**config.mk**
```make
export PLATFORM = sky130hd
export DESIGN_NAME = flash_cmd_decoder
export DESIGN_NICKNAME = d
export VERILOG_FILES = /design/src/inc/flash_cmd_pkg.sv /design/src/inc/lane_shift_if.sv /design/src/hdl/lane_shifter.sv /design/src/hdl/flash_cmd_decoder.sv
export SDC_FILE = /design/constraint.sdc
export NUM_CORES = 1
export LEC_CHECK = 0
export CAP_MARGIN = 0
export CORE_ASPECT_RATIO = 0.8
export CORE_MARGIN = 2
export CORE_UTILIZATION = 65
export CTS_BUF_LIST = sky130_fd_sc_hd__clkbuf_2 sky130_fd_sc_hd__clkbuf_4 sky130_fd_sc_hd__clkbuf_8
export CTS_CLUSTER_DIAMETER = 200
export DETAILED_ROUTE_END_ITERATION = 10
export DONT_BUFFER_PORTS = 1
export PLACE_DENSITY = 0.81
export SYNTH_ARGS = -nofsm -noshare
export SYNTH_HDL_FRONTEND = slang
export SYNTH_HIERARCHICAL = 1
export SYNTH_SLANG_ARGS = --single-unit
```
**constraint.sdc**
```tcl
create_clock -name clk -period 3.9 [get_ports clk]
set_input_delay 0.78 -clock clk [delete_from_list [all_inputs] [get_ports clk]]
set_output_delay 0.78 -clock clk [all_outputs]
set_load 0.005 [all_outputs]
```
**src/inc/flash_cmd_pkg.sv**
```systemverilog
// Constants and types shared by the serial flash command decoder
// ==========================================================
// Notes on behaviour
// 06 sets write enable, both modes
// 04 clears write enable, both modes
// 9F identification, single-lane only
// 05 returns status byte, both modes
// 01 writes status; quad uses four lanes
// 03 read, single-lane, no dummy cycles
// 0B fast read, both modes
// BB dual read, single-lane only
// EB quad read, both modes
// Host drives lanes two cycles after indicator
// Toggling indicator enters continuous read mode
// Non-toggling indicator leaves continuous read mode
// Host sends all-ones or all-zeros otherwise
// 02 program both; 38 single-lane only
// 20, 52, D8 erase with address
// 60 and C7 whole-array erase
// B9 sleeps, AB wakes, signature single-lane
// 90 order set by address 00 or 01
// 2B reads, 2F writes security register
// E7 word quad read, single-lane only
// Array reads FF, status 00 delivered
// Writes rejected during power-up delay
// Dummy count four or six agreed
// Unknown opcodes ignored until deselect
package flash_cmd_pkg;
  localparam logic [7:0] write_enable_cmd = 8'h06;
  localparam logic [7:0] write_disable_cmd = 8'h04;
  localparam logic [7:0] read_identification_cmd = 8'h9f;
  localparam logic [7:0] status_read_cmd = 8'h05;
  localparam logic [7:0] status_write_cmd = 8'h01;
  localparam logic [7:0] normal_read_cmd = 8'h03;
  localparam logic [7:0] fast_read_cmd = 8'h0b;
  localparam logic [7:0] dual_lane_read_cmd = 8'hbb;
  localparam logic [7:0] quad_lane_read_cmd = 8'heb;
  localparam logic [7:0] word_quad_read_cmd = 8'he7;
  localparam logic [7:0] page_program_cmd = 8'h02;
  localparam logic [7:0] quad_page_program_cmd = 8'h38;
  localparam logic [7:0] sector_erase_cmd = 8'h20;
  localparam logic [7:0] half_block_erase_cmd = 8'h52;
  localparam logic [7:0] block_erase_cmd = 8'hd8;
  localparam logic [7:0] chip_erase_cmd = 8'h60;
  localparam logic [7:0] chip_erase_alt_cmd = 8'hc7;
  localparam logic [7:0] deep_sleep_cmd = 8'hb9;
  localparam logic [7:0] deep_sleep_release_cmd = 8'hab;
  localparam logic [7:0] maker_device_code_read_cmd = 8'h90;
  localparam logic [7:0] security_reg_read_cmd = 8'h2b;
  localparam logic [7:0] security_reg_write_cmd = 8'h2f;
  // Arbitrary identity values, not taken from any part
  localparam logic [7:0] maker_code = 8'h5c;
  localparam logic [7:0] device_code = 8'h3a;
  localparam logic [7:0] memory_type_code = 8'h71;
  localparam logic [7:0] signature_code = 8'h36;
  localparam logic [7:0] erased_byte = 8'hff;
  localparam logic [7:0] status_reset = 8'h00;
  localparam logic [7:0] security_reset = 8'h00;
  localparam logic [7:0] addr_maker_first = 8'h00;
  localparam int wel_bit = 1;
  localparam int addr_bytes = 3;
  localparam int dummy_fast = 8;
  localparam int dummy_dual = 4;
  localparam int dummy_quad_slow = 4;
  localparam int dummy_quad_fast = 6;
  localparam int indicator_cycles_quad = 2;
  localparam int indicator_cycles_dual = 4;
  // Power-up write delay in microseconds; the least figure is kept
  localparam int power_up_write_delay_us = 1000;
  localparam int clk_mhz = 125;
  localparam int power_up_write_delay_cycles =
    power_up_write_delay_us * clk_mhz;
  typedef enum logic [5:0] {
    st_idle = 6'h01,
    st_opcode = 6'h02,
    st_addr = 6'h04,
    st_dummy = 6'h08,
    st_data = 6'h10,
    st_ignore = 6'h20
  } phase_type;
endpackage : flash_cmd_pkg

```
**src/inc/lane_shift_if.sv**
```systemverilog
// Interface between the frame engine and the lane shifter
`timescale 1ns/1ps
interface lane_shift_if;
  logic load;
  logic [7:0] load_byte;
  logic [2:0] width;
  logic shift;
  logic [3:0] lanes_out;
  logic byte_done;
  modport engine (output load, output load_byte, output width,
    output shift, input lanes_out, input byte_done);
  modport shifter (input load, input load_byte, input width,
    input shift, output lanes_out, output byte_done);
endinterface : lane_shift_if

```
**src/hdl/lane_shifter.sv**
```systemverilog
// Output byte shifter for one, two or four lanes
`timescale 1ns/1ps
module lane_shifter (
  input wire logic clk,
  input wire logic rst_n,
  lane_shift_if.shifter port
);
  import flash_cmd_pkg::*;
  logic [7:0] shreg;
  logic [3:0] left;
  // ==========================================================
  // Shift register, most significant bits leave first
  always_ff @(posedge clk or negedge rst_n) begin
    if (!rst_n) begin
      shreg <= 8'h00;
      left <= 4'h0;
    end else if (port.load) begin
      shreg <= port.load_byte;
      left <= 4'h8;
    end else if (port.shift && left != 4'h0) begin
      shreg <= shreg << port.width;
      left <= left - {1'b0, port.width};
    end
  end
  always_comb begin
    case (port.width)
      3'd4: port.lanes_out = shreg[7:4];
      3'd2: port.lanes_out = {2'b00, shreg[7:6]};
      default: port.lanes_out = {2'b00, shreg[7], 1'b0};
    endcase
  end
  // Last group of the byte is now being shifted out
  assign port.byte_done = port.shift && (left == {1'b0, port.width});
endmodule : lane_shifter

```
**src/hdl/flash_cmd_decoder.sv**
```systemverilog
// Command decoder and sequencer of a serial NOR flash
`timescale 1ns/1ps
module flash_cmd_decoder #(
  parameter int power_up_cycles =
    flash_cmd_pkg::power_up_write_delay_cycles
) (
  input wire logic clk,
  input wire logic rst_n,
  input wire logic cs_n_pin,
  input wire logic sclk_pin,
  input wire logic [3:0] io_in,
  output logic [3:0] io_out,
  output logic [3:0] io_oe,
  input wire logic quad_command_mode,
  input wire logic six_dummy,
  output logic write_enabled,
  output logic deep_sleep,
  output logic continuous_mode,
  output logic [7:0] status,
  output logic [7:0] security,
  output logic erase_start,
  output logic program_start,
  output logic [2:0] erase_kind,
  output logic [23:0] op_addr,
  output logic [7:0] prog_data,
  output logic prog_valid
);
  import flash_cmd_pkg::*;

  // ==========================================================
  // Pin synchronisers
  logic [1:0] cs_sync, clk_sync;
  logic [3:0] io_s1, io_s2;
  logic sclk_prev;
  always_ff @(posedge clk or negedge rst_n) begin
    if (!rst_n) begin
      cs_sync <= 2'b11;
      clk_sync <= 2'b00;
      io_s1 <= 4'h0;
      io_s2 <= 4'h0;
      sclk_prev <= 1'b0;
    end else begin
      cs_sync <= {cs_sync[0], cs_n_pin};
      clk_sync <= {clk_sync[0], sclk_pin};
      io_s1 <= io_in;
      io_s2 <= io_s1;
      sclk_prev <= clk_sync[1];
    end
  end
  logic cs_n, rise, fall;
  assign cs_n = cs_sync[1];
  assign rise = !cs_n && clk_sync[1] && !sclk_prev;
  assign fall = !cs_n && !clk_sync[1] && sclk_prev;

  // ==========================================================
  // Power-up write inhibit
  logic [31:0] pu_count;
  logic pu_done;
  always_ff @(posedge clk or negedge rst_n) begin
    if (!rst_n) begin
      pu_count <= 32'h0;
      pu_done <= 1'b0;
    end else if (!pu_done) begin
      pu_count <= pu_count + 32'h1;
      // Writes stay refused until the delay has run out
      if (pu_count >= 32'(power_up_cycles) - 32'h1) pu_done <= 1'b1;
    end
  end

  // ==========================================================
  // Frame state
  phase_type phase;
  logic [7:0] opcode, in_byte;
  logic [2:0] in_cnt;
  logic [1:0] byte_idx;
  logic [3:0] dummy_cnt;
  logic [2:0] in_width, out_width;
  logic [23:0] addr;
  logic [7:0] indicator;
  logic skip_opcode, data_out;
  logic [1:0] data_bytes;
  logic [3:0] lanes_now;
  logic [7:0] shifted_in;
  logic byte_in;

  // Collect one lane group per rising edge
  always_comb begin
    case (in_width)
      3'd4: shifted_in = {in_byte[3:0], io_s2};
      3'd2: shifted_in = {in_byte[5:0], io_s2[1:0]};
      default: shifted_in = {in_byte[6:0], io_s2[0]};
    endcase
  end
  assign byte_in = rise && (in_cnt + in_width == 3'd0 ||
    {1'b0, in_cnt} + {1'b0, in_width} == 4'd8);

  // Decide whether opcode is legal in the current mode
  function automatic logic legal(input logic [7:0] op, input logic q);
    case (op)
      write_enable_cmd, write_disable_cmd, status_read_cmd,
      status_write_cmd, fast_read_cmd, quad_lane_read_cmd,
      page_program_cmd, sector_erase_cmd, half_block_erase_cmd,
      block_erase_cmd, chip_erase_cmd, chip_erase_alt_cmd,
      deep_sleep_cmd, deep_sleep_release_cmd, security_reg_read_cmd,
      security_reg_write_cmd: legal = 1'b1;
      read_identification_cmd, normal_read_cmd, dual_lane_read_cmd,
      quad_page_program_cmd, maker_device_code_read_cmd,
      word_quad_read_cmd: legal = !q;
      default: legal = 1'b0;
    endcase
  endfunction

  function automatic logic is_write(input logic [7:0] op);
    is_write = op inside {status_write_cmd, page_program_cmd,
      quad_page_program_cmd, sector_erase_cmd, half_block_erase_cmd,
      block_erase_cmd, chip_erase_cmd, chip_erase_alt_cmd,
      security_reg_write_cmd};
  endfunction

  function automatic logic has_addr(input logic [7:0] op);
    has_addr = op inside {normal_read_cmd, fast_read_cmd,
      dual_lane_read_cmd, quad_lane_read_cmd, word_quad_read_cmd,
      page_program_cmd, quad_page_program_cmd, sector_erase_cmd,
      half_block_erase_cmd, block_erase_cmd, maker_device_code_read_cmd};
  endfunction

  // Lane width used for address and data after the opcode
  function automatic logic [2:0] lane_width(input logic [7:0] op,
      input logic q);
    if (q) lane_width = 3'd4;
    else if (op == dual_lane_read_cmd) lane_width = 3'd2;
    else if (op inside {quad_lane_read_cmd, word_quad_read_cmd,
      quad_page_program_cmd}) lane_width = 3'd4;
    else lane_width = 3'd1;
  endfunction

  // Dummy clocks: indicator cycles folded in for EB/BB/E7
  function automatic logic [3:0] dummy_of(input logic [7:0] op,
      input logic q, input logic six);
    case (op)
      fast_read_cmd: dummy_of = q ? 4'(dummy_quad_slow) : 4'(dummy_fast);
      dual_lane_read_cmd: dummy_of = 4'(dummy_dual);
      quad_lane_read_cmd: dummy_of = six ? 4'(dummy_quad_fast)
                                         : 4'(dummy_quad_slow);
      word_quad_read_cmd: dummy_of = 4'(dummy_quad_slow);
      read_identification_cmd: dummy_of = 4'h0;
      default: dummy_of = 4'h0;
    endcase
  endfunction

  lane_shift_if sh ();
  lane_shifter u_shift (.clk(clk), .rst_n(rst_n), .port(sh));

  // ==========================================================
  // Frame sequencer, one concern per block
  always_ff @(posedge clk or negedge rst_n) begin
    if (!rst_n) begin
      phase <= st_idle;
      opcode <= 8'h00;
      in_byte <= 8'h00;
      in_cnt <= 3'd0;
      byte_idx <= 2'd0;
      dummy_cnt <= 4'h0;
      in_width <= 3'd1;
      addr <= 24'h0;
      indicator <= 8'h00;
      data_out <= 1'b0;
    end else if (cs_n) begin
      phase <= st_idle;
      in_cnt <= 3'd0;
      byte_idx <= 2'd0;
      data_out <= 1'b0;
      in_width <= 3'd1;
    end else begin
      if (phase == st_idle) begin
        // Continuous mode skips the opcode phase
        if (continuous_mode) begin
          phase <= st_addr;
          opcode <= quad_lane_read_cmd;
          in_width <= 3'd4;
          // Dummy count reloads so the indicator is read again
          dummy_cnt <= dummy_of(quad_lane_read_cmd, quad_command_mode,
            six_dummy);
        end else begin
          phase <= st_opcode;
          in_width <= quad_command_mode ? 3'd4 : 3'd1;
        end
      end else if (rise) begin
        in_byte <= shifted_in;
        in_cnt <= in_cnt + in_width;
        case (phase)
          st_opcode: if (byte_in) begin
            opcode <= shifted_in;
            in_cnt <= 3'd0;
            in_width <= lane_width(shifted_in, quad_command_mode);
            dummy_cnt <= dummy_of(shifted_in, quad_command_mode,
              six_dummy);
            if (!legal(shifted_in, quad_command_mode))
              phase <= st_ignore;
            else if (has_addr(shifted_in)) phase <= st_addr;
            else phase <= st_data;
          end
          st_addr: if (byte_in) begin
            addr <= {addr[15:0], shifted_in};
            in_cnt <= 3'd0;
            byte_idx <= byte_idx + 2'd1;
            if (byte_idx == 2'(addr_bytes - 1)) begin
              byte_idx <= 2'd0;
              // Mode indicator follows the address for EB
              phase <= (dummy_cnt == 4'h0) ? st_data : st_dummy;
            end
          end
          st_dummy: begin
            if (opcode == quad_lane_read_cmd &&
                dummy_of(opcode, quad_command_mode, six_dummy)
                - dummy_cnt < 4'(indicator_cycles_quad))
              indicator <= {indicator[3:0], io_s2};
            dummy_cnt <= dummy_cnt - 4'h1;
            if (dummy_cnt == 4'h1) begin
              phase <= st_data;
              in_cnt <= 3'd0;
              data_out <= 1'b1;
            end
          end
          st_data: if (byte_in) in_cnt <= 3'd0;
          default: ;
        endcase
      end
      if (phase == st_data && !data_out && opcode inside
          {read_identification_cmd, status_read_cmd, normal_read_cmd,
           security_reg_read_cmd, deep_sleep_release_cmd,
           maker_device_code_read_cmd})
        data_out <= 1'b1;
    end
  end

  // ==========================================================
  // Indicator test: all four bit pairs of the two nibbles must differ
  logic toggling;
  assign toggling = &(indicator[7:4] ^ indicator[3:0]);
  always_ff @(posedge clk or negedge rst_n) begin
    if (!rst_n) continuous_mode <= 1'b0;
    else if (phase == st_dummy && rise && opcode == quad_lane_read_cmd
             && dummy_cnt == 4'h1)
      continuous_mode <= toggling;
  end

  // ==========================================================
  // Output byte choice and shifter feed
  logic [7:0] out_byte;
  always_comb begin
    case (opcode)
      status_read_cmd: out_byte = status;
      security_reg_read_cmd: out_byte = security;
      read_identification_cmd: out_byte = data_bytes == 2'd0 ? maker_code
        : data_bytes == 2'd1 ? memory_type_code : device_code;
      deep_sleep_release_cmd: out_byte = signature_code;
      maker_device_code_read_cmd: out_byte =
        ((addr[7:0] == addr_maker_first) ^ data_bytes[0]) ? maker_code
        : device_code;
      default: out_byte = erased_byte;
    endcase
  end
  logic out_started;
  always_ff @(posedge clk or negedge rst_n) begin
    if (!rst_n) begin
      out_started <= 1'b0;
      data_bytes <= 2'd0;
    end else if (cs_n) begin
      out_started <= 1'b0;
      data_bytes <= 2'd0;
    end else if (data_out && !out_started) out_started <= 1'b1;
    else if (sh.byte_done) data_bytes <= data_bytes + 2'd1;
  end
  assign out_width = (opcode == deep_sleep_release_cmd &&
    quad_command_mode) ? 3'd1 : in_width;
  assign sh.width = out_width;
  assign sh.load = (data_out && !out_started) || sh.byte_done;
  assign sh.load_byte = out_byte;
  // First fall after the load keeps the leading group on the lanes,
  // otherwise the host would never see the top bit of the first byte
  logic shift_armed;
  always_ff @(posedge clk or negedge rst_n) begin
    if (!rst_n) shift_armed <= 1'b0;
    else if (cs_n || !out_started) shift_armed <= 1'b0;
    else if (fall) shift_armed <= 1'b1;
  end
  assign sh.shift = fall && shift_armed;
  // Lanes driven only while a read returns data
  always_ff @(posedge clk or negedge rst_n) begin
    if (!rst_n) begin
      io_out <= 4'h0;
      io_oe <= 4'h0;
    end else if (cs_n || !out_started) begin
      io_out <= 4'h0;
      io_oe <= 4'h0;
    end else begin
      io_out <= out_width == 3'd1 ? {2'b00, sh.lanes_out[1], 1'b0}
                                  : sh.lanes_out;
      io_oe <= out_width == 3'd4 ? 4'hf
             : out_width == 3'd2 ? 4'h3 : 4'h2;
    end
  end

  // ==========================================================
  // Commands that take effect on deselect
  logic cs_rise;
  logic cs_prev;
  logic complete;
  always_ff @(posedge clk or negedge rst_n) begin
    if (!rst_n) cs_prev <= 1'b1;
    else cs_prev <= cs_n;
  end
  assign cs_rise = cs_n && !cs_prev;
  assign complete = (phase == st_data) && in_cnt == 3'd0;
  logic write_ok;
  assign write_ok = pu_done && write_enabled && !deep_sleep &&
    is_write(opcode) && complete && cs_rise;

  // Data bytes taken by program and register writes
  always_ff @(posedge clk or negedge rst_n) begin
    if (!rst_n) begin
      prog_data <= 8'h00;
      prog_valid <= 1'b0;
    end else begin
      prog_valid <= phase == st_data && byte_in &&
        opcode inside {page_program_cmd, quad_page_program_cmd};
      if (phase == st_data && byte_in) prog_data <= shifted_in;
    end
  end

  // Write enable latch, status and security registers
  always_ff @(posedge clk or negedge rst_n) begin
    if (!rst_n) begin
      write_enabled <= 1'b0;
      status <= status_reset;
      security <= security_reset;
    end else if (cs_rise && !deep_sleep && phase != st_ignore) begin
      if (opcode == write_enable_cmd && phase == st_data)
        write_enabled <= 1'b1;
      else if (opcode == write_disable_cmd && phase == st_data)
        write_enabled <= 1'b0;
      else if (write_ok) begin
        write_enabled <= 1'b0;
        if (opcode == status_write_cmd) status <= prog_data;
        if (opcode == security_reg_write_cmd)
          security <= prog_data;
      end
      status[wel_bit] <= 1'b0;
    end else status[wel_bit] <= write_enabled;
  end

  // Erase and program launch pulses
  always_ff @(posedge clk or negedge rst_n) begin
    if (!rst_n) begin
      erase_start <= 1'b0;
      program_start <= 1'b0;
      erase_kind <= 3'd0;
      op_addr <= 24'h0;
    end else begin
      erase_start <= write_ok && opcode inside {sector_erase_cmd,
        half_block_erase_cmd, block_erase_cmd, chip_erase_cmd,
        chip_erase_alt_cmd};
      program_start <= write_ok && opcode inside {page_program_cmd,
        quad_page_program_cmd};
      if (write_ok) begin
        op_addr <= addr;
        erase_kind <= opcode == sector_erase_cmd ? 3'd1
          : opcode == half_block_erase_cmd ? 3'd2
          : opcode == block_erase_cmd ? 3'd3 : 3'd4;
      end
    end
  end

  // Deep power-down entry and release
  always_ff @(posedge clk or negedge rst_n) begin
    if (!rst_n) deep_sleep <= 1'b0;
    else if (cs_rise && phase == st_data) begin
      if (opcode == deep_sleep_cmd) deep_sleep <= 1'b1;
      else if (opcode == deep_sleep_release_cmd)
        deep_sleep <= 1'b0;
    end
  end

  // ==========================================================
  // Checks
  wel_set_a: assert property (@(posedge clk) disable iff (!rst_n)
    cs_rise && phase == st_data && opcode == write_enable_cmd &&
    !deep_sleep |=> write_enabled) else $error("wel not set");
  wel_clear_a: assert property (@(posedge clk) disable iff (!rst_n)
    cs_rise && phase == st_data && opcode == write_disable_cmd &&
    !deep_sleep |=> !write_enabled) else $error("wel kept");
  early_write_a: assert property (@(posedge clk) disable iff (!rst_n)
    !pu_done |=> !erase_start && !program_start)
    else $error("write before delay");
  quad_illegal_a: assert property (@(posedge clk) disable iff (!rst_n)
    phase == st_opcode && byte_in && quad_command_mode &&
    shifted_in == read_identification_cmd |=> phase == st_ignore)
    else $error("9f taken in quad");
  ignore_quiet_a: assert property (@(posedge clk) disable iff (!rst_n)
    phase == st_ignore |=> io_oe == 4'h0 && !erase_start)
    else $error("ignored op acted");
  sleep_enter_a: assert property (@(posedge clk) disable iff (!rst_n)
    cs_rise && phase == st_data && opcode == deep_sleep_cmd
    |=> deep_sleep) else $error("no sleep");
  cont_exit_a: assert property (@(posedge clk) disable iff (!rst_n)
    $fell(continuous_mode) |-> $past(!toggling))
    else $error("bad exit");
  erase_pulse_a: assert property (@(posedge clk) disable iff (!rst_n)
    erase_start |=> !erase_start) else $error("erase long");
  status_read_c: cover property (@(posedge clk) disable iff (!rst_n)
    opcode == status_read_cmd && out_started);
  cont_mode_c: cover property (@(posedge clk) disable iff (!rst_n)
    $rose(continuous_mode));
  erase_c: cover property (@(posedge clk) disable iff (!rst_n)
    erase_start);
endmodule : flash_cmd_decoder

```
==> impl_metrics.tcl, run 1 <==
set metrics [dict create \
    synth_area_per_cell_um2 10.4 \
    violations "hold timing" \
    rr_worst_depth 14 \
    grt_usage_pct 27.4 \
    p_leak_nw 4.64 \
    numCtsBuffers 17 \
    finalWirelength_um 21000 \
    wire_per_inst_um 18.6 \
    drt_iter0_markers 704 \
    drive_above_1_share_pct 15.7 \
    crit_fanout 16 \
    synth_top_cell_by_area "dfrtp_1" \
    io_buffer_count 0 \
    hold_viol 65 \
    postSynthCellCount 938 \
    finalCritPeriodShare_pct 90.5 \
    firstDrtPassIters 6 \
    synth_edf_count 0 \
    core_mm2 0.0149 \
    setup_viol 0 \
    gr-total-overflow 0 \
    grt_pass1_vias 6534 \
    criticalPathCategory "reg -> reg" \
    tns_ns 0 \
    fmax_mhz 283 \
    hpwlAfterDp_um 14800 \
    cts_tree "built" \
    skew_ns 0.0188 \
    dieArea_mm2 0.0160 \
    drc 0 \
    routed_via_density 6.36 \
    worst_pin_slew_ns 1.03 \
    area_growth_syn_to_layout_pct 5.71 \
    vdd_drop_max_mv 0.333 \
    rsz0062_at_grt "false" \
    place_congestion 0.981 \
    h-tree-depth 4 \
    yosysSeqAreaShare_pct 49.5 \
    grt_max_degree 194 \
    async_flop_share_pct 100 \
    power.density_mw_per_mm2 472 \
    yosysWarningCount 6 \
    outcome "finished with violations" \
    synth.distinct_cells 85 \
    postRouteAntennaNets 0 \
    synth.area.top_cells "dfrtp_1, mux2_2, nand2_1" \
    vias 7170 \
    clk_pin_slew_ns 0.11 \
    crit_arrival_ns 3.91 \
    diodes 0 \
    start_kind "flip-flop" \
    syn_area_mm2 0.00977 \
    nNetsFinal 951 \
    die_h_um 114 \
    required_ns 4.28 \
    ios 75 \
    synth_seq_cells 193 \
    rrSetupSlack_ns 0.37 \
    yosysMostFrequentCell "dfrtp_1" \
    setup.worst_path.start "opcode[3]$_DFFE_PN0P_" \
    cts_setup_buffers 0 \
    synth_top_area_share_pct 48.2 \
    clock-root-buffer "clkbuf_8" \
    cts.repair.resized 0 \
    final_max_slew_viol_count 0 \
    crit_end "u_shift/shreg[7]$_DFFE_PN0P_" \
    fin_hold_ws_ns -0.0214 \
    r2r-end "u_shift/shreg[7]$_DFFE_PN0P_" \
    synth_ff_type "dfrtp_1" \
    fin_crit_ns 3.53 \
    rows 40 \
    fin_util_pct 69.5 \
    yosys-top-cells-count "dfrtp_1, nand2_1, nor2_1" \
    hold_path.class "in -> async" \
    insertion_delay_ns 0.48 \
    end_kind "flip-flop" \
    clockBufferDepth 2 \
    grt_antenna_before_repair 0 \
    reg2reg_from "opcode[3]$_DFFE_PN0P_" \
    syn-num-nets 963 \
    cts_sinks 193 \
    grt_pass1_wl_um 34400 \
    maxSlewHeadroom_pct 30.5 \
    maxCapViolCount 0 \
    start_util_pct 65.7 \
    die_x_um 141 \
]
==> registers in the layout (all words and copies together) (netlist names), 3 cells and up <==
register,cells
phase,6
status,8
u_shift/left,4
erase_kind,3
dummy_cnt,4
u_shift/shreg,8
indicator,8
in_width,3
in_cnt,3
security,8
op_addr,24
addr,24
in_byte,7
opcode,8
io_oe,3
io_out,4
io_s2,4
io_s1,4
pu_count,32
prog_data,8
==> worst max-delay path, stage by stage, from the launching register on <==
cell and delay (ns):
dfrtp_1 0.46, nor2b_1 0.30, nand3_1 0.17, nor4b_1 0.33, buf_4 0.20, nand2_1 0.11
and2_1 0.32, inv_1 0.19, ha_1 0.21, nand2_1 0.07, nor2_1 0.16, nand2b_1 0.31
buf_4 0.26, nor3_1 0.08, a221o_1 0.26
==> layout make-up <==
class | count | area (µm²)
Sequential cell | 193 | 4840
Multi-Input combinational cell | 674 | 4600
Fill cell | 1070 | 4540
Clock buffer | 20 | 275
Tap cell | 189 | 236
Clock inverter | 12 | 161
Timing Repair Buffer | 17 | 128
Inverter | 23 | 86.3
==> layout by cell type (no fill, tap or decap), types with 4 or more instances in the layout <==
cell type / netlist / routed
dfrtp_1: 188 / 188
nand2_1: 135 / 135
nor2_1: 62 / 62
mux2_2: 61 / 61
o21ai_0: 40 / 40
xnor2_1: 31 / 31
nand3_1: 28 / 28
a21oi_1: 24 / 24
inv_1: 22 / 22
nor3_1: 22 / 22
clkbuf_8: 0 / 20
nor4_1: 17 / 17
buf_4: 3 / 17
xor2_1: 16 / 16
and3_1: 15 / 15
nand2b_1: 13 / 13
nor2b_1: 13 / 13
and2_1: 12 / 12
ha_1: 12 / 12
nand3b_1: 10 / 10
nand4_1: 10 / 10
or3_1: 7 / 7
o31ai_1: 7 / 7
mux2i_1: 7 / 7
o311a_1: 6 / 6
nand4b_1: 6 / 6
o21bai_1: 6 / 6
a22oi_1: 5 / 5
a21o_1: 5 / 5
and4_1: 5 / 5
o21ai_1: 5 / 5
dfstp_2: 5 / 5
a211oi_1: 4 / 4
a31oi_1: 5 / 4
nor3b_1: 4 / 4
o22ai_1: 4 / 4
clkinv_8: 0 / 4
inv_6: 0 / 4
==> how the worst min path moves through the flow <==
| stage | endpoint | cells after the start |
|---|---|---|
| detailed placement | io_s2[0]$_DFF_PN0_ | 0 |
| CTS | op_addr[13]$_DFFE_PN0P_ | 0 |
| floorplan | clk_sync[1]$_DFF_PN0_ | 0 |
| global placement | io_s2[0]$_DFF_PN0_ | 0 |
| finish | op_addr[13]$_DFFE_PN0P_ | 0 |
| global route | op_addr[21]$_DFFE_PN0P_ | 0 |
==> power breakdown <==
part / internal (mW) / total [mW] / leakage, nW / switching (mW)
Clock: 0.595 / 1.37 / 0.220 / 0.777
Combinational: 0.465 / 1.23 / 1.81 / 0.768
Sequential: 2.11 / 2.27 / 2.61 / 0.161
Total: 3.17 / 4.87 / 4.64 / 1.71
==> per-stage QoR <==
step	cells	cell area (µm²)	setup slack (ns)	power, mW	hold slack (ns)
after CTS	1128	10300	0.435	4.87	-0.0407
after detailed placement	1096	9890	0.456	3.50	0.336
after global routing	1128	10300	0.118	5.11	-0.0571
final	1128	10300	0.370	4.87	-0.0214
after floorplan	938	9770	0.464	3.26	0.331
after global placement	1096	9890	0.581	3.48	0.332
==> kinds of logic after synthesis <==
logic type	after synthesis	share of synthesized area, %
flops	193	49.5
compound gates	161	12.4
mux	70	8.21
simple gates	381	20.0
fa+ha+maj	15	2.15
xor+xnor	47	4.21
buf+inv	71	3.52
==> routing by layer <==
| metal | GRT usage (%) | vias to the layer above | share of wire [%] |
|---|---|---|---|
| met2 | 40.5 | 296 | 45 |
| met4 | 7.07 | 0 | 1.2 |
| met5 | 0 | - | 0 |
| li1 | - | 3325 | - |
| met1 | 41.8 | 3521 | 47 |
| met3 | 5.63 | 28 | 7.5 |
(Power assumes the default switching activity.)
==> inputs of run 2 (changes only) <==
--- a/config.mk
+++ b/config.mk
@@ -6,11 +6,12 @@
 export NUM_CORES = 1
 export LEC_CHECK = 0
 export CAP_MARGIN = 0
-export CORE_ASPECT_RATIO = 0.8
+export CORE_ASPECT_RATIO = 2
 export CORE_MARGIN = 2
 export CORE_UTILIZATION = 65
 export CTS_BUF_LIST = sky130_fd_sc_hd__clkbuf_2 sky130_fd_sc_hd__clkbuf_4 sky130_fd_sc_hd__clkbuf_8
 export CTS_CLUSTER_DIAMETER = 200
+export CTS_CLUSTER_SIZE = 24
 export DETAILED_ROUTE_END_ITERATION = 10
 export DONT_BUFFER_PORTS = 1
 export PLACE_DENSITY = 0.81
==> run 2 against run 1 <==
Effect of this change:
- the run still ends with hold timing left
- via count is 2.2% higher
- wire length grew 13%
- combinational power up 7%
- flip-flop and latch count stayed put
- clock skew down 0.0039 ns
- die area grew 0.33%
- count of clock-buffer cells in the layout is 3 lower
- cell area down 0.17%
- clock power fell by 5%
- fmax fell by 1.6%
- non-clock buffer count up 1
- critical endpoint is now phase[4]$_DFFE_PN0P_
==> impl_metrics.tcl, run 2 (same netlist as run 1, synthesis figures left out) <==
set metrics [dict create \
    routed_via_density 6.45 \
    hpwlAfterDp_um 17400 \
    p_seq_share_pct 46.5 \
    fin_hold_ws_ns -0.0372 \
    grt_pass1_vias 7530 \
    crit_fanout 17 \
    numCtsBuffers 17 \
    rsz0062_at_grt "false" \
    grt_pass1_wl_um 38800 \
    reg2reg_from "in_width[0]$_DFFE_PN1P_" \
    cts_tree "built" \
    die_x_um 90.7 \
    wire_per_inst_um 20.9 \
    start_util_pct 66.3 \
    sw_frac_of_total_pct 37.3 \
    pwr-share-comb_pct 26.9 \
    maxSlewHeadroom_pct 45.0 \
    setup_viol 0 \
    largest_reg_flops 32 \
    fin_crit_ns 3.59 \
    hold_path.class "in -> async" \
    crit_arrival_ns 4.02 \
    io_buffer_count 0 \
    tns_ns 0 \
    dieArea_mm2 0.0161 \
    diodes 0 \
    top_register "pu_count" \
    drive_above_1_share_pct 15.7 \
    gr-total-overflow 0 \
    hold_viol 114 \
    finalWirelength_um 23700 \
    grt_max_degree 194 \
    top_regs "pu_count x32, addr x24, op_addr x24" \
    p_total_mw 4.89 \
    final_common_cell "dfrtp_1" \
    cts.repair.resized 0 \
    postRouteAntennaNets 0 \
    rows 63 \
    cts_sinks 193 \
    clk_pin_slew_ns 0.11 \
    final_max_slew_viol_count 0 \
    clockBufferDepth 2 \
    required_ns 4.33 \
    multiInputGateArea_mm2 0.00460 \
    drc 0 \
    maxCapViolCount 0 \
    finalCritPeriodShare_pct 92.0 \
    fin_util_pct 69.9 \
    area_growth_syn_to_layout_pct 5.53 \
    r2r-end "phase[4]$_DFFE_PN0P_" \
    cts_setup_buffers 0 \
    insertion_delay_ns 0.50 \
    place_congestion 0.997 \
    criticalPathCategory "reg -> reg" \
    power.internal_mw 3.06 \
    nNetsFinal 952 \
    h-tree-depth 4 \
    outcome "finished with violations" \
    drt_iter0_markers 507 \
    core_mm2 0.0147 \
    p_clk_share_pct 26.6 \
    violations "hold timing" \
    fmax_mhz 279 \
    skew_ns 0.0149 \
    power.density_mw_per_mm2 474 \
    grt_antenna_before_repair 0 \
    most-common-layout-cells "dfrtp_1, nand2_1, nor2_1" \
    worst_pin_slew_ns 0.812 \
    end_kind "flip-flop" \
    vias 7326 \
    firstDrtPassIters 6 \
    setup.worst_path.start "in_width[0]$_DFFE_PN1P_" \
    start_kind "flip-flop" \
    rrSetupSlack_ns 0.31 \
    p_leak_nw 4.62 \
    clock-root-buffer "clkbuf_8" \
    ff_latch_area_mm2 0.00484 \
    grt_usage_pct 31.1 \
    rr_worst_depth 12 \
    nFillCells 1113 \
    die_h_um 177 \
    power_switching_mw 1.82 \
    vdd_drop_max_mv 0.324 \
    ios 75 \
]
run 2: cell types whose count changed in the layout (fill, tap and decap cells not counted):
cell        change
inv_8           +4
clkbuf_8        -3
inv_6           -3
clkinvlp_4      +2
buf_4           +1
bufinv_16       -1
clkinv_2        +1
run 2: layout make-up:
type | instances | area share [%]
tap | 195 | 2.37
clock buffer | 17 | 2.27
multi-input combinational | 674 | 44.7
sequential | 193 | 46.9
timing repair buffer | 18 | 1.31
inverter | 23 | 0.837
clock inverter | 15 | 1.65
run 2: stage by stage:
step | setup WS, ns | cells | cell area [µm²]
2_1_floorplan | 0.464 | 938 | 9770
3_3_place_gp | 0.554 | 1103 | 9900
3_5_place_dp | 0.451 | 1103 | 9900
4_1_cts | 0.397 | 1135 | 10300
5_1_grt | 0.0995 | 1135 | 10300
6_report | 0.313 | 1135 | 10300
run 2: worst max-delay path, stage by stage, from the launching register on:
cell      delay [ns]
dfstp_2         0.79
ha_1            0.22
inv_1           0.05
fa_1            0.37
xor2_1          0.28
xor2_1          0.22
nand4b_1        0.15
nor3b_1         0.35
o22ai_1         0.12
o21ai_0         0.18
a21oi_1         0.24
nor4_1          0.33
a32o_1          0.21
run 2: how the worst max path moves through the flow:
stage / to / slack, ns / cells past startpoint
finish: phase[4]$_DFFE_PN0P_ / 0.31 / 12
global route: u_shift/shreg[5]$_DFFE_PN0P_ / 0.1 / 14
CTS: phase[4]$_DFFE_PN0P_ / 0.40 / 12
detailed placement: phase[4]$_DFFE_PN0P_ / 0.45 / 12
global placement: indicator[6]$_DFFE_PN0P_ / 0.55 / 12
floorplan: u_shift/shreg[1]$_DFFE_PN0P_ / 0.46 / 14
run 2: layer usage:
metal | vias up | wire length [µm] | track usage [%]
met4 | 0 | 1620 | 21.9
met2 | 265 | 13000 | 56.3
met3 | 101 | 1150 | 5.61
li1 | 3323 | - | -
met1 | 3637 | 7960 | 32.1
met5 | - | 0 | 0
run 2: power groups by stage:
stage          Combinational [mW]  Sequential, mW  Clock [mW]
2_1_floorplan                1.03            2.23           0
3_3_place_gp                 1.25            2.30           0
3_5_place_dp                 1.28            2.31           0
4_1_cts                      1.29            2.27        1.32
5_1_grt                      1.42            2.29        1.38
6_report                     1.32            2.27        1.30
==> inputs of run 3 (changes only) <==
--- a/config.mk
+++ b/config.mk
@@ -9,7 +9,7 @@
 export CORE_ASPECT_RATIO = 2
 export CORE_MARGIN = 2
 export CORE_UTILIZATION = 65
-export CTS_BUF_LIST = sky130_fd_sc_hd__clkbuf_2 sky130_fd_sc_hd__clkbuf_4 sky130_fd_sc_hd__clkbuf_8
+export CTS_BUF_LIST = sky130_fd_sc_hd__clkbuf_4
 export CTS_CLUSTER_DIAMETER = 200
 export CTS_CLUSTER_SIZE = 24
 export DETAILED_ROUTE_END_ITERATION = 10
==> run 3 against run 2 <==
Effect of this change:
- the run still ends with hold timing left
- clock skew grew 0.0086 ns
- setup slack improved by 0.0057 ns
- first-iteration DRC count decreased by 5.1%
- fmax rose by 0.16%
==> impl_metrics.tcl, run 3 (same netlist as run 1, synthesis figures left out) <==
set metrics [dict create \
    outcome "finished with violations" \
    violations "hold timing" \
    grt_antenna_before_repair 1 \
    tns_ns 0 \
    fmax_mhz 279 \
    cts_tree "built" \
    grt_util_met1_pct 31.4 \
    finalWirelength_um 23500 \
    die_h_um 177 \
    io_buffer_count 0 \
    maxCapViolCount 0 \
    numCtsBuffers 17 \
    die_x_um 90.7 \
    fin_crit_ns 3.58 \
    grt-busiest-layer "met2" \
    drt_iter0_markers 481 \
    grt_max_degree 194 \
    required_ns 4.46 \
    routed_via_density 6.42 \
    finalCritPeriodShare_pct 91.8 \
    gr-total-overflow 0 \
    vias 7288 \
    clockBufferDepth 2 \
    hold_path.class "in -> async" \
    clk_pin_slew_ns 0.18 \
    h-tree-depth 4 \
    most-common-layout-cells "dfrtp_1, nand2_1, nor2_1" \
    largest_reg_flops 32 \
    fin_hold_ws_ns -0.165 \
    met2_usage_pct 55.7 \
    start_kind "flip-flop" \
    hpwlAfterDp_um 17400 \
    dieArea_mm2 0.0161 \
    nNetsFinal 952 \
    clock-root-buffer "clkbuf_4" \
    worst_pin_slew_ns 0.824 \
    insertion_delay_ns 0.62 \
    grt_pass1_vias 7507 \
    rrSetupSlack_ns 0.32 \
    fin_util_pct 69.2 \
    drc 0 \
    rsz0062_at_grt "false" \
    top_regs "pu_count x32, addr x24, op_addr x24" \
    grt_usage_pct 30.8 \
    rows 63 \
    wire_per_inst_um 20.6 \
    final_common_cell "dfrtp_1" \
    crit_arrival_ns 4.14 \
    cts_setup_buffers 0 \
    maxSlewHeadroom_pct 44.2 \
    cts.repair.resized 0 \
    met3_usage_pct 5.77 \
    end_kind "flip-flop" \
    rr_worst_depth 12 \
    grt_pass1_wl_um 38500 \
    start_util_pct 66.3 \
    crit_fanout 17 \
    p_total_mw 4.65 \
    reg2reg_from "in_width[0]$_DFFE_PN1P_" \
    top_register "pu_count" \
    nFillCells 1136 \
    vdd_drop_max_mv 0.275 \
    place_congestion 0.997 \
    area_growth_syn_to_layout_pct 4.47 \
    core_mm2 0.0147 \
    place_inst 1103 \
    setup_viol 0 \
    final_max_slew_viol_count 0 \
    ios 75 \
    postRouteAntennaNets 0 \
    layoutNonFillerInstCount 1136 \
    cts_sinks 193 \
    firstDrtPassIters 5 \
    skew_ns 0.0235 \
    p_leak_nw 4.58 \
    r2r-end "phase[4]$_DFFE_PN0P_" \
    power.density_mw_per_mm2 456 \
    criticalPathCategory "reg -> reg" \
    drive_above_1_share_pct 15.7 \
    hold_viol 188 \
]
## run 3: cell types whose count changed in the layout (fill, tap and decap cells not counted), sizes merged
cell / delta
diode: +1
## run 3: worst max path at each step
stage                                  startpoint                            to  slack [ns]
final                     in_width[0]$_DFFE_PN1P_          phase[4]$_DFFE_PN0P_        0.32
after CTS                 in_width[0]$_DFFE_PN1P_          phase[4]$_DFFE_PN0P_        0.39
after detailed placement  in_width[0]$_DFFE_PN1P_          phase[4]$_DFFE_PN0P_        0.45
after floorplan             opcode[3]$_DFFE_PN0P_  u_shift/shreg[1]$_DFFE_PN0P_        0.46
after global routing        opcode[3]$_DFFE_PN0P_  u_shift/shreg[5]$_DFFE_PN0P_        0.11
after global placement      opcode[3]$_DFFE_PN0P_      indicator[6]$_DFFE_PN0P_        0.55
## run 3: cell type report
| cell class | count | area, µm² | area share [%] |
|---|---|---|---|
| multi-input combinational | 674 | 4600 | 45.1 |
| clock inverter | 15 | 170 | 1.67 |
| sequential | 193 | 4840 | 47.4 |
| tap | 195 | 244 | 2.39 |
| timing repair buffer | 18 | 135 | 1.32 |
| antenna | 1 | 2.50 | 0.0245 |
| clock buffer | 17 | 128 | 1.25 |
| inverter | 23 | 86.3 | 0.846 |
## run 3: critical path: stages (launching register included)
cell and delay, ns:
dfstp_2 0.81, ha_1 0.22, inv_1 0.05, fa_1 0.37, xor2_1 0.28, xor2_1 0.20, nand4b_1 0.14, nor3b_1 0.35
o22ai_1 0.12, o21ai_0 0.18, a21oi_1 0.24, nor4_1 0.33, a32o_1 0.22
## run 3: per-stage QoR
stage                     cell area (µm²)  setup WS, ns  hold slack (ns)
after floorplan                      9770         0.464            0.331
after global placement               9900         0.554            0.332
after detailed placement             9900         0.451            0.336
after CTS                           10200         0.392           -0.198
after global routing                10200         0.105           -0.209
final                               10200         0.318           -0.165
## run 3: per-layer routing
layer | part of all wire (%) | wire [µm]
met1 | 34 | 7910
met2 | 55 | 12800
met3 | 4.5 | 1050
met4 | 7.2 | 1680
met5 | 0 | 0
## run 3: report_power, final
group | switching (mW) | internal, mW | total [mW]
combinational | 0.839 | 0.471 | 1.31
clock | 0.772 | 0.299 | 1.07
sequential | 0.165 | 2.11 | 2.27
